[src/adc_ctrl_defines.vh]
`ifndef ADC_CTRL_DEFINES_VH
`define ADC_CTRL_DEFINES_VH

// Register offsets on the plain register port
`define ADDR_CONTROL_PRIMARY   4'h0
`define ADDR_CONTROL_SECONDARY 4'h1
`define ADDR_RESULT_LOW        4'h2
`define ADDR_RESULT_HIGH       4'h3
`define ADDR_PIN_ANALOG_SELECT 4'h4
`define ADDR_PIN_PULL_HIGH     4'h5

// Primary control fields
`define BIT_START        7
`define BIT_BUSY         6
`define BIT_ENABLE       5
`define BIT_ALIGN        4
`define CHANNEL_MSB      3
`define CHANNEL_LSB      0

// Secondary control fields
`define SOURCE_MSB       7
`define SOURCE_LSB       5
`define REFSEL_MSB       4
`define REFSEL_LSB       3
`define CLKSEL_MSB       2
`define CLKSEL_LSB       0

// Source field codes
`define SOURCE_EXTERNAL  3'h0
`define SOURCE_BANDGAP   3'h1

// Reset values
`define RESET_PRIMARY    8'h00
`define RESET_SECONDARY  8'h00
`define RESET_PIN_SELECT 8'h00
`define RESET_PULL_HIGH  8'h00

// Conversion timing: converter clock periods per result
`define CONVERT_PERIODS  5'd16

`endif

[src/adc_control_and_result_regs.v]
`timescale 1ns/100ps
`include "adc_ctrl_defines.vh"

// Summary of operation
// - Converter yields 12-bit result, external or bandgap
// - Eight external inputs, chosen by channel field
// - Source field picks bandgap or external channel
// - Single converter behind one selection multiplexer
// - Result held in read-only high/low bytes
// - Alignment bit sets placement of result bits
// - Unused result bit positions read zero
// - Disabled converter leaves result untouched
// - Control register field positions as documented
// - Analog-selected pin loses its digital function
// - Analog-selected pin loses its pull-high resistor
module adc_control_and_result_regs (
    input  wire        clock,
    input  wire        reset,
    input  wire        clock_enable,
    input  wire [3:0]  address,
    input  wire [7:0]  write_data,
    input  wire        write_strobe,
    input  wire        read_strobe,
    output reg  [7:0]  read_data,
    output reg  [3:0]  mux_select,
    output reg         mux_use_bandgap,
    output reg         mux_source_valid,
    output reg         converter_power,
    output reg  [1:0]  reference_select,
    output reg         sample_strobe,
    input  wire [11:0] converter_data,
    output reg         conversion_busy_flag,
    output reg  [7:0]  pin_digital_enable,
    output reg  [7:0]  pin_pull_high_enable
);

    localparam IDLE    = 2'd0;
    localparam CONVERT = 2'd1;
    localparam CAPTURE = 2'd2;

    reg [1:0]  state;
    reg [3:0]  external_channel_field;
    reg        converter_enable_bit;
    reg        result_alignment_bit;
    reg [2:0]  input_source_field;
    reg [2:0]  conversion_clock_field;
    reg [11:0] result;
    reg [7:0]  pin_analog_select;
    reg [7:0]  pin_pull_high_setting;
    reg [7:0]  prescale;
    reg [4:0]  period_count;
    reg        start_request;
    reg [7:0]  result_low_byte;
    reg [7:0]  result_high_byte;
    reg [7:0]  control_reg_primary;
    reg [7:0]  control_reg_secondary;
    wire       write_primary;
    wire       converter_tick;

    // Prescaler tap chosen by the clock field: divide by 2^(field+1)
    function tap;
        input [7:0] count;
        input [2:0] sel;
        integer k;
        begin
            tap = 1'b1;
            // A variable part-select is not legal, so mask bit by bit
            for (k = 0; k < 8; k = k + 1) begin
                if (k <= sel)
                    tap = tap & count[k];
            end
        end
    endfunction

    assign write_primary  = write_strobe &&
                            (address == `ADDR_CONTROL_PRIMARY);
    assign converter_tick = tap(prescale, conversion_clock_field);

    // Result byte views, unused positions forced low
    always @* begin
        if (result_alignment_bit) begin
            result_high_byte = {4'h0, result[11:8]};
            result_low_byte  = result[7:0];
        end else begin
            result_high_byte = result[11:4];
            result_low_byte  = {result[3:0], 4'h0};
        end
        control_reg_primary = {1'b0, conversion_busy_flag,
                               converter_enable_bit, result_alignment_bit,
                               external_channel_field};
        control_reg_secondary = {input_source_field, reference_select,
                                 conversion_clock_field};
    end

    // Source multiplexer drive for the one shared converter
    always @* begin
        mux_select       = external_channel_field;
        mux_use_bandgap  = (input_source_field == `SOURCE_BANDGAP);
        // Channel codes 8..15 have no pin; the mux stays open for them
        mux_source_valid = mux_use_bandgap ||
                           ((input_source_field == `SOURCE_EXTERNAL) &&
                            !external_channel_field[3]);
        converter_power  = converter_enable_bit;
    end

    // Pin takeover: analog selection overrides digital and pull-high
    always @* begin
        pin_digital_enable   = ~pin_analog_select;
        pin_pull_high_enable = pin_pull_high_setting &
                               ~pin_analog_select;
    end

    // Register writes; start is a self-clearing request
    always @(posedge clock or posedge reset) begin
        if (reset) begin
            external_channel_field <= 4'h0;
            converter_enable_bit   <= 1'b0;
            result_alignment_bit   <= 1'b0;
            input_source_field     <= 3'h0;
            reference_select       <= 2'h0;
            conversion_clock_field <= 3'h0;
            pin_analog_select      <= `RESET_PIN_SELECT;
            pin_pull_high_setting  <= `RESET_PULL_HIGH;
            start_request          <= 1'b0;
        end else if (clock_enable) begin
            start_request <= 1'b0;
            if (write_primary) begin
                start_request <= write_data[`BIT_START];
                converter_enable_bit   <= write_data[`BIT_ENABLE];
                result_alignment_bit   <= write_data[`BIT_ALIGN];
                external_channel_field <=
                    write_data[`CHANNEL_MSB:`CHANNEL_LSB];
            end
            if (write_strobe && address == `ADDR_CONTROL_SECONDARY) begin
                input_source_field <= write_data[`SOURCE_MSB:`SOURCE_LSB];
                reference_select   <= write_data[`REFSEL_MSB:`REFSEL_LSB];
                conversion_clock_field <=
                    write_data[`CLKSEL_MSB:`CLKSEL_LSB];
            end
            // Software configures the pin before choosing the channel
            if (write_strobe && address == `ADDR_PIN_ANALOG_SELECT)
                pin_analog_select <= write_data;
            if (write_strobe && address == `ADDR_PIN_PULL_HIGH)
                pin_pull_high_setting <= write_data;
        end
    end

    // Conversion sequencer
    always @(posedge clock or posedge reset) begin
        if (reset) begin
            state                <= IDLE;
            conversion_busy_flag <= 1'b0;
            result               <= 12'h000;
            prescale             <= 8'h00;
            period_count         <= 5'd0;
            sample_strobe        <= 1'b0;
        end else if (clock_enable) begin
            sample_strobe <= 1'b0;
            prescale      <= prescale + 8'h01;
            case (state)
            IDLE: begin
                if (start_request && converter_enable_bit) begin
                    state                <= CONVERT;
                    conversion_busy_flag <= 1'b1;
                    period_count         <= 5'd0;
                    prescale             <= 8'h00;
                end
            end
            CONVERT: begin
                // Disabling mid-conversion aborts and keeps the old result
                if (!converter_enable_bit) begin
                    state                <= IDLE;
                    conversion_busy_flag <= 1'b0;
                end else if (converter_tick) begin
                    if (period_count == `CONVERT_PERIODS - 5'd1) begin
                        state         <= CAPTURE;
                        sample_strobe <= 1'b1;
                    end else begin
                        period_count <= period_count + 5'd1;
                    end
                end
            end
            CAPTURE: begin
                if (converter_enable_bit)
                    result <= converter_data;
                conversion_busy_flag <= 1'b0;
                state                <= IDLE;
            end
            default: begin
                state                <= IDLE;
                conversion_busy_flag <= 1'b0;
            end
            endcase
        end
    end

    // Read port: data stand one cycle after the strobe
    always @(posedge clock or posedge reset) begin
        if (reset) begin
            read_data <= 8'h00;
        end else if (clock_enable) begin
            read_data <= 8'h00;
            if (read_strobe) begin
                case (address)
                `ADDR_CONTROL_PRIMARY:   read_data <= control_reg_primary;
                `ADDR_CONTROL_SECONDARY: read_data <= control_reg_secondary;
                `ADDR_RESULT_LOW:        read_data <= result_low_byte;
                `ADDR_RESULT_HIGH:       read_data <= result_high_byte;
                `ADDR_PIN_ANALOG_SELECT: read_data <= pin_analog_select;
                `ADDR_PIN_PULL_HIGH:     read_data <= pin_pull_high_setting;
                default:                 read_data <= 8'h00;
                endcase
            end
        end
    end

endmodule // adc_control_and_result_regs

[config.mk]
export PLATFORM = sky130hd
export DESIGN_NAME = adc_control_and_result_regs
export DESIGN_NICKNAME = d
export VERILOG_FILES = /design/src/adc_control_and_result_regs.v
export VERILOG_INCLUDE_DIRS = /design/src
export SDC_FILE = /design/constraint.sdc
export NUM_CORES = 1
export LEC_CHECK = 0
export BUFFER_PORTS_ARGS = -buffer_cell sky130_fd_sc_hd__buf_2
export CAP_MARGIN = 20
export CORE_UTILIZATION = 55
export DETAILED_ROUTE_END_ITERATION = 10
export GPL_TIMING_DRIVEN = 0
export PLACE_DENSITY_LB_ADDON = 0.3
export SYNTH_ARGS = -nofsm -noshare
export SYNTH_HDL_FRONTEND = slang
export SYNTH_SLANG_ARGS = --single-unit
[constraint.sdc]
create_clock -name clock -period 2.9 [get_ports clock]
set_input_delay 0.29 -clock clock [delete_from_list [all_inputs] [get_ports clock]]
set_output_delay 0.29 -clock clock [all_outputs]
set_load 0.02 [all_outputs]
* Yosys cells after proc, flatten, opt, wreduce, memory -nomap -nowiden
Index checks and enable logic that the tools add are counted. Widths: inputs -> output; s select.
Storage, ports and cells: latch bits 0, bits of input ports 29, memories kept 0, output and inout port bits 35, memory bits (read-only) 0, flip-flop bits (word level) 68, bits in writable memories 0, logic and storage cells 101
Cells by class: shift operators 0, $mul 0, bitwise operators 9, equal/unequal tests 16, $lt $le $gt $ge 7, divide/modulo/power cells 0, add/subtract/negate cells 2, multiplexer cells 31, reduce and logical (&&, ||, !) cells 20
Operator list (count):
- $pmux 8 s6 | 1
- $mux 8 | 5
- $mux 5 | 4
- $mux 1 | 14
- $le 3x3->1 const A | 4
- $ne 2x2->1 const B | 5
- $pmux 5 s2 | 1
- $add 8x1->8 const B | 1
- $and 8x8->8 | 1
- $eq 4x2->1 const B | 2
- $eq 4x3->1 const B | 2
- $mux 2 | 4
- $not 8->8 | 1
- $reduce_and 2->1 | 4
- $and 1x1->1 | 7
- $le 2x3->1 const A | 2
- $logic_and 1x1->1 | 6
- $ne 3x3->1 const B | 2
- $reduce_and 3->1 | 2
- $reduce_and 6->1 | 1
- $add 5x1->5 const B | 1
- $eq 5x4->1 const B | 1
- $eq 4x1->1 const B | 1
- $logic_not 4->1 | 1
- other kinds (12) | 12

* Logic depth before layout (Yosys ltp)
Gate-level depths: netlist (run 1).
depth after elaboration 17, gate-level depth with buffers 7, gate-level depth less buffers 7

* Worst setup path before layout (run 1)
No wires, ideal clock.
path kind flip-flop to flip-flop, from register period_count[0], to register period_count[2], required time 2.773 ns, arrival 1.858 ns, library setup time 0.127 ns, buffers on the path 0, stages on the path, launching flop included 8, slack 0.914 ns, period minus slack after synthesis 1.986 ns, cell sequence dfrtp_1 > ha_1 > and3_1 > ha_1 > nor3_1 > o21a_1 > nand3_1 > mux2_1
Between the ends: cells in the longest elaborated chain, start to end 5, elaborated cells between the ends (all ways) 8, classes of those cells add/sub (1); eq/ne (2); mux (4); reduce/logical (1)
RTL lines:
- start, declared | line adc_control_and_result_regs.v:51 | reg [4:0] period_count;
- start signal, assigned | line adc_control_and_result_regs.v:179 | period_count <= period_count + 5'd1;
- $add 5x1->5 | line adc_control_and_result_regs.v:179
- $mux 5 | line adc_control_and_result_regs.v:175 | if (period_count == `CONVERT_PERIODS - 5'd1) begin
- $mux 5 | line adc_control_and_result_regs.v:174 | end else if (converter_tick) begin
- $mux 5 | line adc_control_and_result_regs.v:171 | if (!converter_enable_bit) begin
- $pmux 5 s2 | line adc_control_and_result_regs.v:160 | case (state)
Several ways; a longest one is shown, not always the timed one. The select of a mux whose other input is x is not followed. A chain may end at the register's enable or synchronous reset.

* Worst setup path in the final report (run 1)
Same ends and word-level chain as after synthesis.

==> flow_summary.toml, run 1 <==
[pwr]
peakVddDrop_mv = 0.422
clkPwrFrac_pct = 30.9
totalPowerFinal_mw = 2.56
switching_power_uw = 793
combPwrFrac_pct = 22.1
p_seq_share_pct = 47.0
cellPowerDensity_mw_per_mm2 = 628
swShare_pct = 30.9
p_int_mw = 1.77
p_leak_nw = 1.99

[logic_synthesis]
synth_area_per_cell_sq_um = 11.5
yosys_warnings = 0
syn_inst = 300
synth_top_area_share_pct = 49.2
synthArstFlopShare_pct = 100
synth.most_common_cell = "dfrtp_1"
yosys-top-cells-area = "dfrtp_1 (49%), mux2_2 (15%), mux4_2 (3.9%)"
synth_common_cells = "dfrtp_1 (68), mux2_2 (46), inv_1 (26)"
seq_area_frac_synth_pct = 49.2
yosysTopAreaCell = "dfrtp_1"
ys_types = 51
synth-main-ff-cell = "dfrtp_1"
synth_edf_count = 0
ys_ff_latch = 68
syn_nets = 332
syn_area_sq_mm = 0.00346

[setup_path]
critPathMaxFanout = 5
r2r_cells = 7
critical_path_required_ps = 3130
crit_path_top_delay_cell = "dfrtp_1"
crit_path_max_incr_delay_ps = 440
crit_chain = "ha_1, and3_1, ha_1, nor3_1, o21a_1, nand3_1, mux2_1"
cp_data_arrival_time_ps = 2450
critPathLaunchType = "register"
end_kind = "register"
crit_type = "reg -> reg"
crit_path_frequent_cell = "ha_1"

[timing]
setup_viol = 0
min_period_over_period_pct = 76.5
drv_slew = 0
worstMarginPinSlew_ps = 623
fin_tns_setup_ps = 0
rsz0062_at_grt = "false"
hold_viol = 0
period_minus_slack_ps = 2220
max-slew-margin-rel_pct = 58.4
maxClockFrequency_ghz = 0.451
finalClockSkew_ps = 10.3

[grt]
grt_use_total_pct = 24.8
grt_pass1_vias = 2476
grt_overflow = 0
antenna_found_initial = 0
grt_start_max_net_pins = 41
grt_pass1_wl_microns = 12000

[detailed_routing]
vias = 2620
drt-initial-drc-count = 159
drt_wl_total_microns = 7620
post_drt_wl_per_cell_microns = 16.8
wl_met1_microns = 3390
dr.pass1.iters = 4
met2_length_microns = 3680
vias_per_cell = 5.78
top_layer = "met4"
met3_length_microns = 478
drcViolationCount = 0
antenna_left = 0

[floorplan]
die_h_microns = 81.3
start_util_pct = 57.7
rows = 28
dieArea_sq_mm = 0.00661
core_sq_mm = 0.00599
io_pins = 64
die_w_microns = 81.3

[placed_design]
hpwl_microns = 5510
gp_congestion = 0.893
io_buffers = 61

[min_path]
min_path_type = "in -> async"

[clock_network]
post_cts_resize_count = 0
clk_pin_slew_ps = 80
cts_buffers = 9
cts_hold_buf = 0
worst_skew_pair.late_latency_ps = 350
postCtsSetupBuffers = 0
clock-sinks = 68
tritoncts = "built"
h-tree-depth = 3
root_buffer = "clkbuf_8"
clk_path_buf_depth = 2

[outcome]
status = "complete, no violations"

[flow_run]
maxCapViolations = 0

[final_layout]
layout.nets = 405
final_layout_size_suffix_gt1_share_pct = 38.9
area_delta_synth_final_pct = 18.0
antennaDiodeCount = 0
fillers = 464
==> logic make-up (layout without fill, tap and decap cells) <==
logic type                 after synthesis  after routing  synth area share (%)
muxes                                   58             58                  20.7
DFF                                     68             68                  49.2
buffers and inverters                   39            117                  4.59
AOI/OAI and AO/OA                       52             52                  10.6
xor gates and xnor gates                 5              5                  1.27
and+or+nand+nor                         75             75                  12.6
adders and majority gates                3              3                  1.09
==> state kept, by name, summed over array words and instances, names as in the netlist <==
| signal | count |
|---|---|
| result | 12 |
| start_request | 1 |
| reference_select | 2 |
| conversion_clock_field | 3 |
| input_source_field | 3 |
| pin_pull_high_setting | 8 |
| period_count | 5 |
| mux_select | 4 |
| state | 2 |
| result_alignment_bit | 1 |
| prescale | 8 |
| pin_analog_select | 8 |
| conversion_busy_flag | 1 |
| converter_power | 1 |
| sample_strobe | 1 |
| read_data | 8 |
==> critical path: cells and delay by family, from the launching register on <==
kind,cells,cell delay (ps)
adders and majority gates,2,440
DFF,1,440
muxes,1,340
AOI/OAI and AO/OA,1,220
and+or+nand+nor,3,670
==> power by group through the flow <==
stage / Sequential (mW) / Clock [mW] / Combinational, mW
floorplan: 1.20 / 0 / 0.385
global placement: 1.21 / 0 / 0.548
detailed placement: 1.21 / 0 / 0.568
CTS: 1.20 / 0.803 / 0.570
global route: 1.22 / 0.850 / 0.614
finish: 1.20 / 0.791 / 0.567
==> area by class of cell <==
| type | count | area [sq um] | area share (%) |
|---|---|---|---|
| timing repair buffer | 62 | 325 | 7.97 |
| clock inverter | 4 | 47.5 | 1.16 |
| clock buffer | 12 | 155 | 3.80 |
| tap | 75 | 93.8 | 2.30 |
| inverter | 27 | 101 | 2.48 |
| sequential | 68 | 1700 | 41.7 |
| buffer | 12 | 57.6 | 1.41 |
| multi-input combinational | 193 | 1600 | 39.2 |
==> per-stage QoR <==
| stage | area [sq um] | setup slack [ps] | utilization, % | hold slack (ps) | cells |
|---|---|---|---|---|---|
| after floorplan | 3460 | 898 | - | 440 | 300 |
| after global placement | 3860 | 127 | 64.4 | 507 | 436 |
| after detailed placement | 3880 | 699 | 64.7 | 405 | 437 |
| after CTS | 4080 | 687 | 68.1 | 36.5 | 453 |
| after global routing | 4080 | 572 | 68.1 | 62.1 | 453 |
| final | 4080 | 681 | 68.1 | 12.6 | 453 |
==> layer usage <==
layer | GRT usage [%] | up-vias
li1 | - | 1228
met3 | 5.06 | 8
met4 | 9.64 | 0
met5 | 0 | -
met2 | 38.7 | 90
met1 | 33.8 | 1294
==> path summary, 6_finish.rpt <==
path	start	endpoint	slack (ps)
max	period_count[0]	period_count[2]	680
min	reset	period_count[1]	10
max reg2reg	period_count[0]	period_count[2]	680
min reg2reg	read_data[5]	read_data[5]	530
max in group asynchronous	reset	pin_pull_high_setting[2]	2250
min in group clock	converter_data[9]	result[9]	170
==> cell usage in the layout, fill, tap and decap left out, types with 2 or more instances in the layout <==
cell      Yosys  routed
mux2i_1       4       4
nand2b_1      4       4
buf_2         6      67
a32o_1        2       2
o21ai_0      10      10
clkbuf_1      3       4
clkbuf_8      0      11
and3_1        2       2
ha_1          3       3
nor2_1       10      10
dfrtp_1      68      68
mux4_2        6       6
clkinv_2      0       2
nand4b_1      2       2
nand4_1       3       3
a21oi_1       4       4
nand2_1      17      17
o22ai_1      11      11
mux2_1        2       2
nand3_1       7       7
mux2_2       46      46
a22oi_1       8       8
a22o_1        5       5
nor3_1        3       3
inv_1        26      25
nand3b_1      2       2
nor2b_1      16      16
xor2_1        5       5
inv_2         1       2
Note: power is estimated with default switching activity, not from simulation.
==> inputs of run 2 (changes only) <==
--- a/config.mk
+++ b/config.mk
@@ -6,9 +6,10 @@
 export SDC_FILE = /design/constraint.sdc
 export NUM_CORES = 1
 export LEC_CHECK = 0
+export ABC_AREA = 1
 export BUFFER_PORTS_ARGS = -buffer_cell sky130_fd_sc_hd__buf_2
 export CAP_MARGIN = 20
-export CORE_UTILIZATION = 55
+export CORE_UTILIZATION = 50
 export DETAILED_ROUTE_END_ITERATION = 10
 export GPL_TIMING_DRIVEN = 0
 export PLACE_DENSITY_LB_ADDON = 0.3
==> constraint.sdc (replaced) <==
create_clock -name clock -period 1.8 [get_ports clock]
set_input_delay 0.18 -clock clock [delete_from_list [all_inputs] [get_ports clock]]
set_output_delay 0.18 -clock clock [all_outputs]
set_load 0.02 [all_outputs]
==> run 2 against run 1 <==
  * Worst setup slack lost 490 ps
  * Clock skew grew 3.0 ps
  * Power grew 67%
  * Non-clock buffer count grew 1
  * Sequential cell count is the same
  * Worst hold slack gained 52 ps
  * Sequential power grew 59%
  * Critical path depth grew 3
  * Area after synthesis grew 1.7%
  * Synthesized cell count grew 47%
  * Highest routed layer unchanged
==> flow_summary.toml, run 2 <==
[timing]
setup_viol = 0
worstMarginPinSlew_ps = 624
rsz0062_at_grt = "false"
min_period_over_period_pct = 89.1
finalClockSkew_ps = 13.3
max-slew-margin-rel_pct = 58.3
period_minus_slack_ps = 1600
hold_viol = 0
maxClockFrequency_ghz = 0.623
fin_tns_setup_ps = 0
drv_slew = 0
hold_slack_ps = 65.1

[floorplan]
core_sq_mm = 0.00679
rows = 30
die_w_microns = 85.9
dieArea_sq_mm = 0.00738
io_pins = 64
start_util_pct = 51.8
die_h_microns = 85.9

[logic_synthesis]
synth_simple_gate_area_share_pct = 28.0
synth_top_area_share_pct = 48.3
synth_compound_area_share_pct = 10.2
muxShareOfSynthArea_pct = 3.84
synthAdderAreaFrac_pct = 1.07
synthArstFlopShare_pct = 100
synth_top_family_by_area = "simple AND/OR/NAND/NOR gates"
ys_ff_latch = 68
synth.most_common_cell = "nand2_1"
synth-main-ff-cell = "dfrtp_1"
syn_nets = 472
seq_area_frac_synth_pct = 48.3
synth_xor_area_share_pct = 0
synth_area_per_cell_sq_um = 8.00
syn_area_sq_mm = 0.00352
synth_common_cells = "nand2_1 (148), dfrtp_1 (68), inv_1 (46)"
synth_edf_count = 0
ys_types = 34
yosys-top-cells-area = "dfrtp_1 (48%), nand2_1 (16%), inv_1 (4.9%)"
yosys_warnings = 0
yosysTopAreaCell = "dfrtp_1"
syn_inst = 440

[detailed_routing]
vias = 3125
drt_wl_total_microns = 8470
dr.pass1.iters = 5
vias_per_cell = 5.06
post_drt_wl_per_cell_microns = 13.7
drt-initial-drc-count = 167
drcViolationCount = 0
antenna_left = 0

[grt]
antenna_found_initial = 0
grt_pass1_vias = 2980
grt_pass1_wl_microns = 14100
grt_start_max_net_pins = 41
grt_overflow = 0
grt_use_total_pct = 25.1

[pwr]
peakVddDrop_mv = 0.680
p_int_mw = 2.89
switching_power_mw = 1.38
swShare_pct = 32.3
combPwrFrac_pct = 22.2
p_leak_nw = 2.28
totalPowerFinal_mw = 4.27
cellPowerDensity_mw_per_mm2 = 1010
clkPwrFrac_pct = 33.1
p_seq_share_pct = 44.7

[setup_path]
crit_type = "reg -> reg"
critical_path_required_ps = 2040
cp_data_arrival_time_ps = 1840
end_kind = "register"
critPathMaxFanout = 6
critPathLaunchType = "register"

[final_layout]
multi_input_comb_area_sq_mm = 0.00153
layout.nets = 549
final_layout_size_suffix_gt1_share_pct = 25.9
area_delta_synth_final_pct = 20.4
final_common_cell = "nand2_1"
largest_reg_flops = 12
final_cell_mix = "nand2_1 (148), dfrtp_1 (68), buf_2 (65)"
fillers = 608
register_area_sq_mm = 0.00170
antennaDiodeCount = 0
regMostFlops = "result"
instances_no_fill = 618

[clock_network]
clock-sinks = 68
root_buffer = "clkbuf_8"
worst_skew_pair.late_latency_ps = 350
clk_path_buf_depth = 2
cts_buffers = 9
clk_pin_slew_ps = 80
tritoncts = "built"
h-tree-depth = 3

[min_path]
min_path_type = "in -> reg"

[placed_design]
dp.cells = 599
io_buffers = 62
gp_congestion = 0.842
hpwl_microns = 6330

[flow_run]
maxCapViolations = 0

[outcome]
status = "complete, no violations"
-- run 2: changes by cell type after synthesis, sizes merged, moves of 4 or more --
cell,delta
o21ai,+27
a21oi,+4
nand3,+16
nand2b,-4
nor2,+31
nand2,+136
nor2b,-16
mux2i,-4
mux4,-6
a22oi,-8
mux2,-36
inv,+29
xor2,-5
-- run 2: worst max-delay path, stage by stage (launching register included) --
cell     delay [ps]
dfrtp_1         400
ha_2            200
nand2_1          80
nor2_1           50
ha_2            190
nor3_2          120
nand3_1         110
nand2_2         150
nand2_4          80
nand2_1          70
nand2_1          50
-- run 2: per-stage QoR --
stage	util, %	setup WS (ps)	area [sq um]
2_1_floorplan	-	232	3520
3_3_place_gp	58.2	90.9	3950
3_5_place_dp	58.5	4.27	3970
4_1_cts	62.0	34.0	4210
5_1_grt	62.4	35.3	4240
6_report	62.4	196	4240
-- run 2: cell type report --
class	count	area share (%)
Buffer	9	1.89
Clock buffer	10	3.25
Clock inverter	6	2.07
Inverter	57	5.28
Multi-Input combinational cell	306	36.2
Sequential cell	68	40.1
Tap cell	96	2.83
Timing Repair Buffer	66	8.38
-- run 2: what timing repair did --
action	in CTS	in global routing
hold buffers	1	0
resized for setup	1	3
setup endpoints to repair	5	5
cloned	0	0
hold endpoints to repair	28	0
pin swaps	0	3
buffers inserted	0	2
-- run 2: final timing paths --
kind / to / slack (ps) / cells after the start / startpoint
worst max register to register: period_count[2] / 200 / 10 / period_count[0]
max in group asynchronous: mux_select[2] / 740 / 4 / reset
worst max-delay path: period_count[2] / 200 / 10 / period_count[0]
worst min-delay path: result[10] / 70 / 2 / converter_data[10]
worst min register to register: period_count[4] / 480 / 2 / period_count[4]
min in group asynchronous: read_data[2] / 460 / 3 / reset
-- run 2: layer usage --
layer / GRT usage, % / vias up / part of all wire [%]
met5: 0 / - / 0
met2: 38.2 / 106 / 46
met4: 8.03 / 0 / 1.7
met1: 35.8 / 1443 / 47
met3: 5.87 / 14 / 5.6
li1: - / 1562 / -
-- run 2: cell families after synthesis --
logic type               after synthesis
buffers and inverters                 66
AND/OR/NAND/NOR                      229
adder cells (fa/ha/maj)                3
multiplexers                          12
flip-flops                            68
AO/OA/AOI/OAI                         62
-- run 2: power by group through the flow --
stage | Combinational [mW] | Sequential (mW) | Clock, mW
2_1_floorplan | 0.616 | 1.94 | 0
3_3_place_gp | 0.897 | 1.94 | 0
3_5_place_dp | 0.928 | 1.94 | 0
4_1_cts | 0.937 | 1.91 | 1.43
5_1_grt | 1.06 | 1.94 | 1.51
6_report | 0.948 | 1.91 | 1.42
==> inputs of run 3 (changes only) <==
--- a/config.mk
+++ b/config.mk
@@ -8,7 +8,8 @@
 export LEC_CHECK = 0
 export ABC_AREA = 1
 export BUFFER_PORTS_ARGS = -buffer_cell sky130_fd_sc_hd__buf_2
-export CAP_MARGIN = 20
+export CAP_MARGIN = 25
+export CORE_ASPECT_RATIO = 1.2
 export CORE_UTILIZATION = 50
 export DETAILED_ROUTE_END_ITERATION = 10
 export GPL_TIMING_DRIVEN = 0
==> run 3 against run 2 <==
  * Clock power up 9%
  * Maximum frequency down 5.2%
  * Global-route usage down 0.20 points
  * Count of clock-buffer cells in the layout down 1
  * Critical path depth unchanged
  * Highest routed layer unchanged
  * Via count up 0.26%
==> flow_summary.toml, run 3 (synthesis results as in run 2) <==
[outcome]
status = "complete, no violations"

[placed_design]
dp_worst_setup_slack_ps = -5.62
hpwl_microns = 6370
placed_cell_area_sq_mm = 0.00396
io_buffers = 62
gp_congestion = 0.878

[final_layout]
largest_reg_flops = 12
fin_util_pct = 62.4
area_delta_synth_final_pct = 20.8
regMostFlops = "result"
design_area_sq_mm = 0.00425
final_cell_mix = "nand2_1 (148), dfrtp_1 (68), buf_2 (65)"
final_common_cell = "nand2_1"
layout.nets = 549
final_layout_size_suffix_gt1_share_pct = 25.9
antennaDiodeCount = 0

[clock_network]
cts_buffers = 9
clock-sinks = 68
h-tree-depth = 3
tritoncts = "built"
clk_pin_slew_ps = 80
worst_skew_pair.late_latency_ps = 350
root_buffer = "clkbuf_8"
clk_path_buf_depth = 2

[detailed_routing]
post_drt_wl_per_cell_microns = 13.7
drt_wl_total_microns = 8340
vias_per_cell = 5.14
drcViolationCount = 0
dr.pass1.iters = 4
drt-initial-drc-count = 146
vias = 3133
antenna_left = 0

[timing]
hold_slack_ps = 60.3
rsz0062_at_grt = "false"
worstMarginPinSlew_ps = 659
worst_slack_ps = 108
max-slew-margin-rel_pct = 56.0
hold_viol = 0
setup_viol = 0
finalClockSkew_ps = 10.2
period_minus_slack_ps = 1690
drv_slew = 0
min_period_over_period_pct = 94.0
maxClockFrequency_ghz = 0.591

[grt]
grt_use_total_pct = 24.9
grt_start_max_net_pins = 41
antenna_found_initial = 0
grt_overflow = 0
grt_pass1_vias = 3056
grt_pass1_wl_microns = 13800

[setup_path]
critPathMaxFanout = 5
cp_data_arrival_time_ps = 1970
critical_path_required_ps = 2080
r2r-start = "period_count[0]"
reg2reg_slack_ps = 110
critPathLaunchType = "register"
rr_endpoint = "period_count[0]"
crit_type = "reg -> reg"
r2r_cells = 10
end_kind = "register"

[floorplan]
dieArea_sq_mm = 0.00738
rows = 33
start_util_pct = 51.7
core_sq_mm = 0.00681
die_w_microns = 78.6
die_h_microns = 93.9
io_pins = 64

[pwr]
cellPowerDensity_mw_per_mm2 = 1040
peakVddDrop_mv = 0.562
p_leak_nw = 2.28

[min_path]
holdPathEnd = "result[2]"
hp-start = "converter_data[2]"
hold_depth = 2
min_path_type = "in -> reg"

[flow_run]
maxCapViolations = 0
run 3: changes by cell type in the layout (fill, tap and decap cells not counted):
cell        before  now
clkinv_2         3    1
bufinv_16        2    3
clkbuf_8        12   11
clkinvlp_4       1    2
inv_6            0    1
run 3: how the worst max path moves through the flow:
stage                     depth (start not counted)            start         endpoint
after floorplan                                  10  period_count[0]  period_count[0]
after global placement                           10  period_count[0]  period_count[0]
after detailed placement                         10  period_count[0]  period_count[3]
after CTS                                        10  period_count[0]  period_count[3]
after global routing                             10  period_count[0]  period_count[0]
final                                            10  period_count[0]  period_count[0]
run 3: power breakdown:
| part | switching [mW] | internal [mW] | total, mW |
|---|---|---|---|
| Combinational | 0.597 | 0.338 | 0.935 |
| Clock | 0.617 | 0.929 | 1.55 |
| Sequential | 0.182 | 1.74 | 1.92 |
| Total | 1.40 | 3.00 | 4.40 |
run 3: worst max-delay path: stages (launching register included):
cell and delay (ps):
dfrtp_1 440, ha_2 210, nand2_1 90, nor2_1 50, ha_2 190, nor3_2 140
nand3_1 110, nand2_2 140, buf_4 140, nand3_1 50, nand2_1 80
run 3: what timing repair did:
action                                  4_1_cts  5_1_grt
endpoints found under the setup margin        1        5
gates cloned                                  0        0
gates resized for setup                       0        4
hold buffers                                  1        0
pin swaps                                     1        2
hold endpoints to repair                     28        0
buffers inserted                              2        0
run 3: metrics by stage:
stage	TNS (ps)	power, mW	std cells
final	0	4.40	609
after detailed placement	-5.62	2.87	590
after CTS	0	4.42	609
after global routing	0	4.64	609
after floorplan	0	2.55	440
after global placement	0	2.83	589
run 3: final cells by class:
class	count	area [sq um]
Multi-Input combinational cell	306	1530
Sequential cell	68	1700
Clock buffer	9	124
Inverter	57	224
Fill cell	603	2560
Clock inverter	7	124
Tap cell	87	109
Timing Repair Buffer	66	355
Buffer	9	80.1
run 3: routing by layer:
| layer | wire [microns] | GRT usage, % | up-vias |
|---|---|---|---|
| li1 | - | - | 1556 |
| met1 | 3490 | 29.6 | 1476 |
| met2 | 4320 | 43.1 | 91 |
| met3 | 366 | 5.83 | 10 |
| met4 | 172 | 10.3 | 0 |
| met5 | 0 | 0 | - |
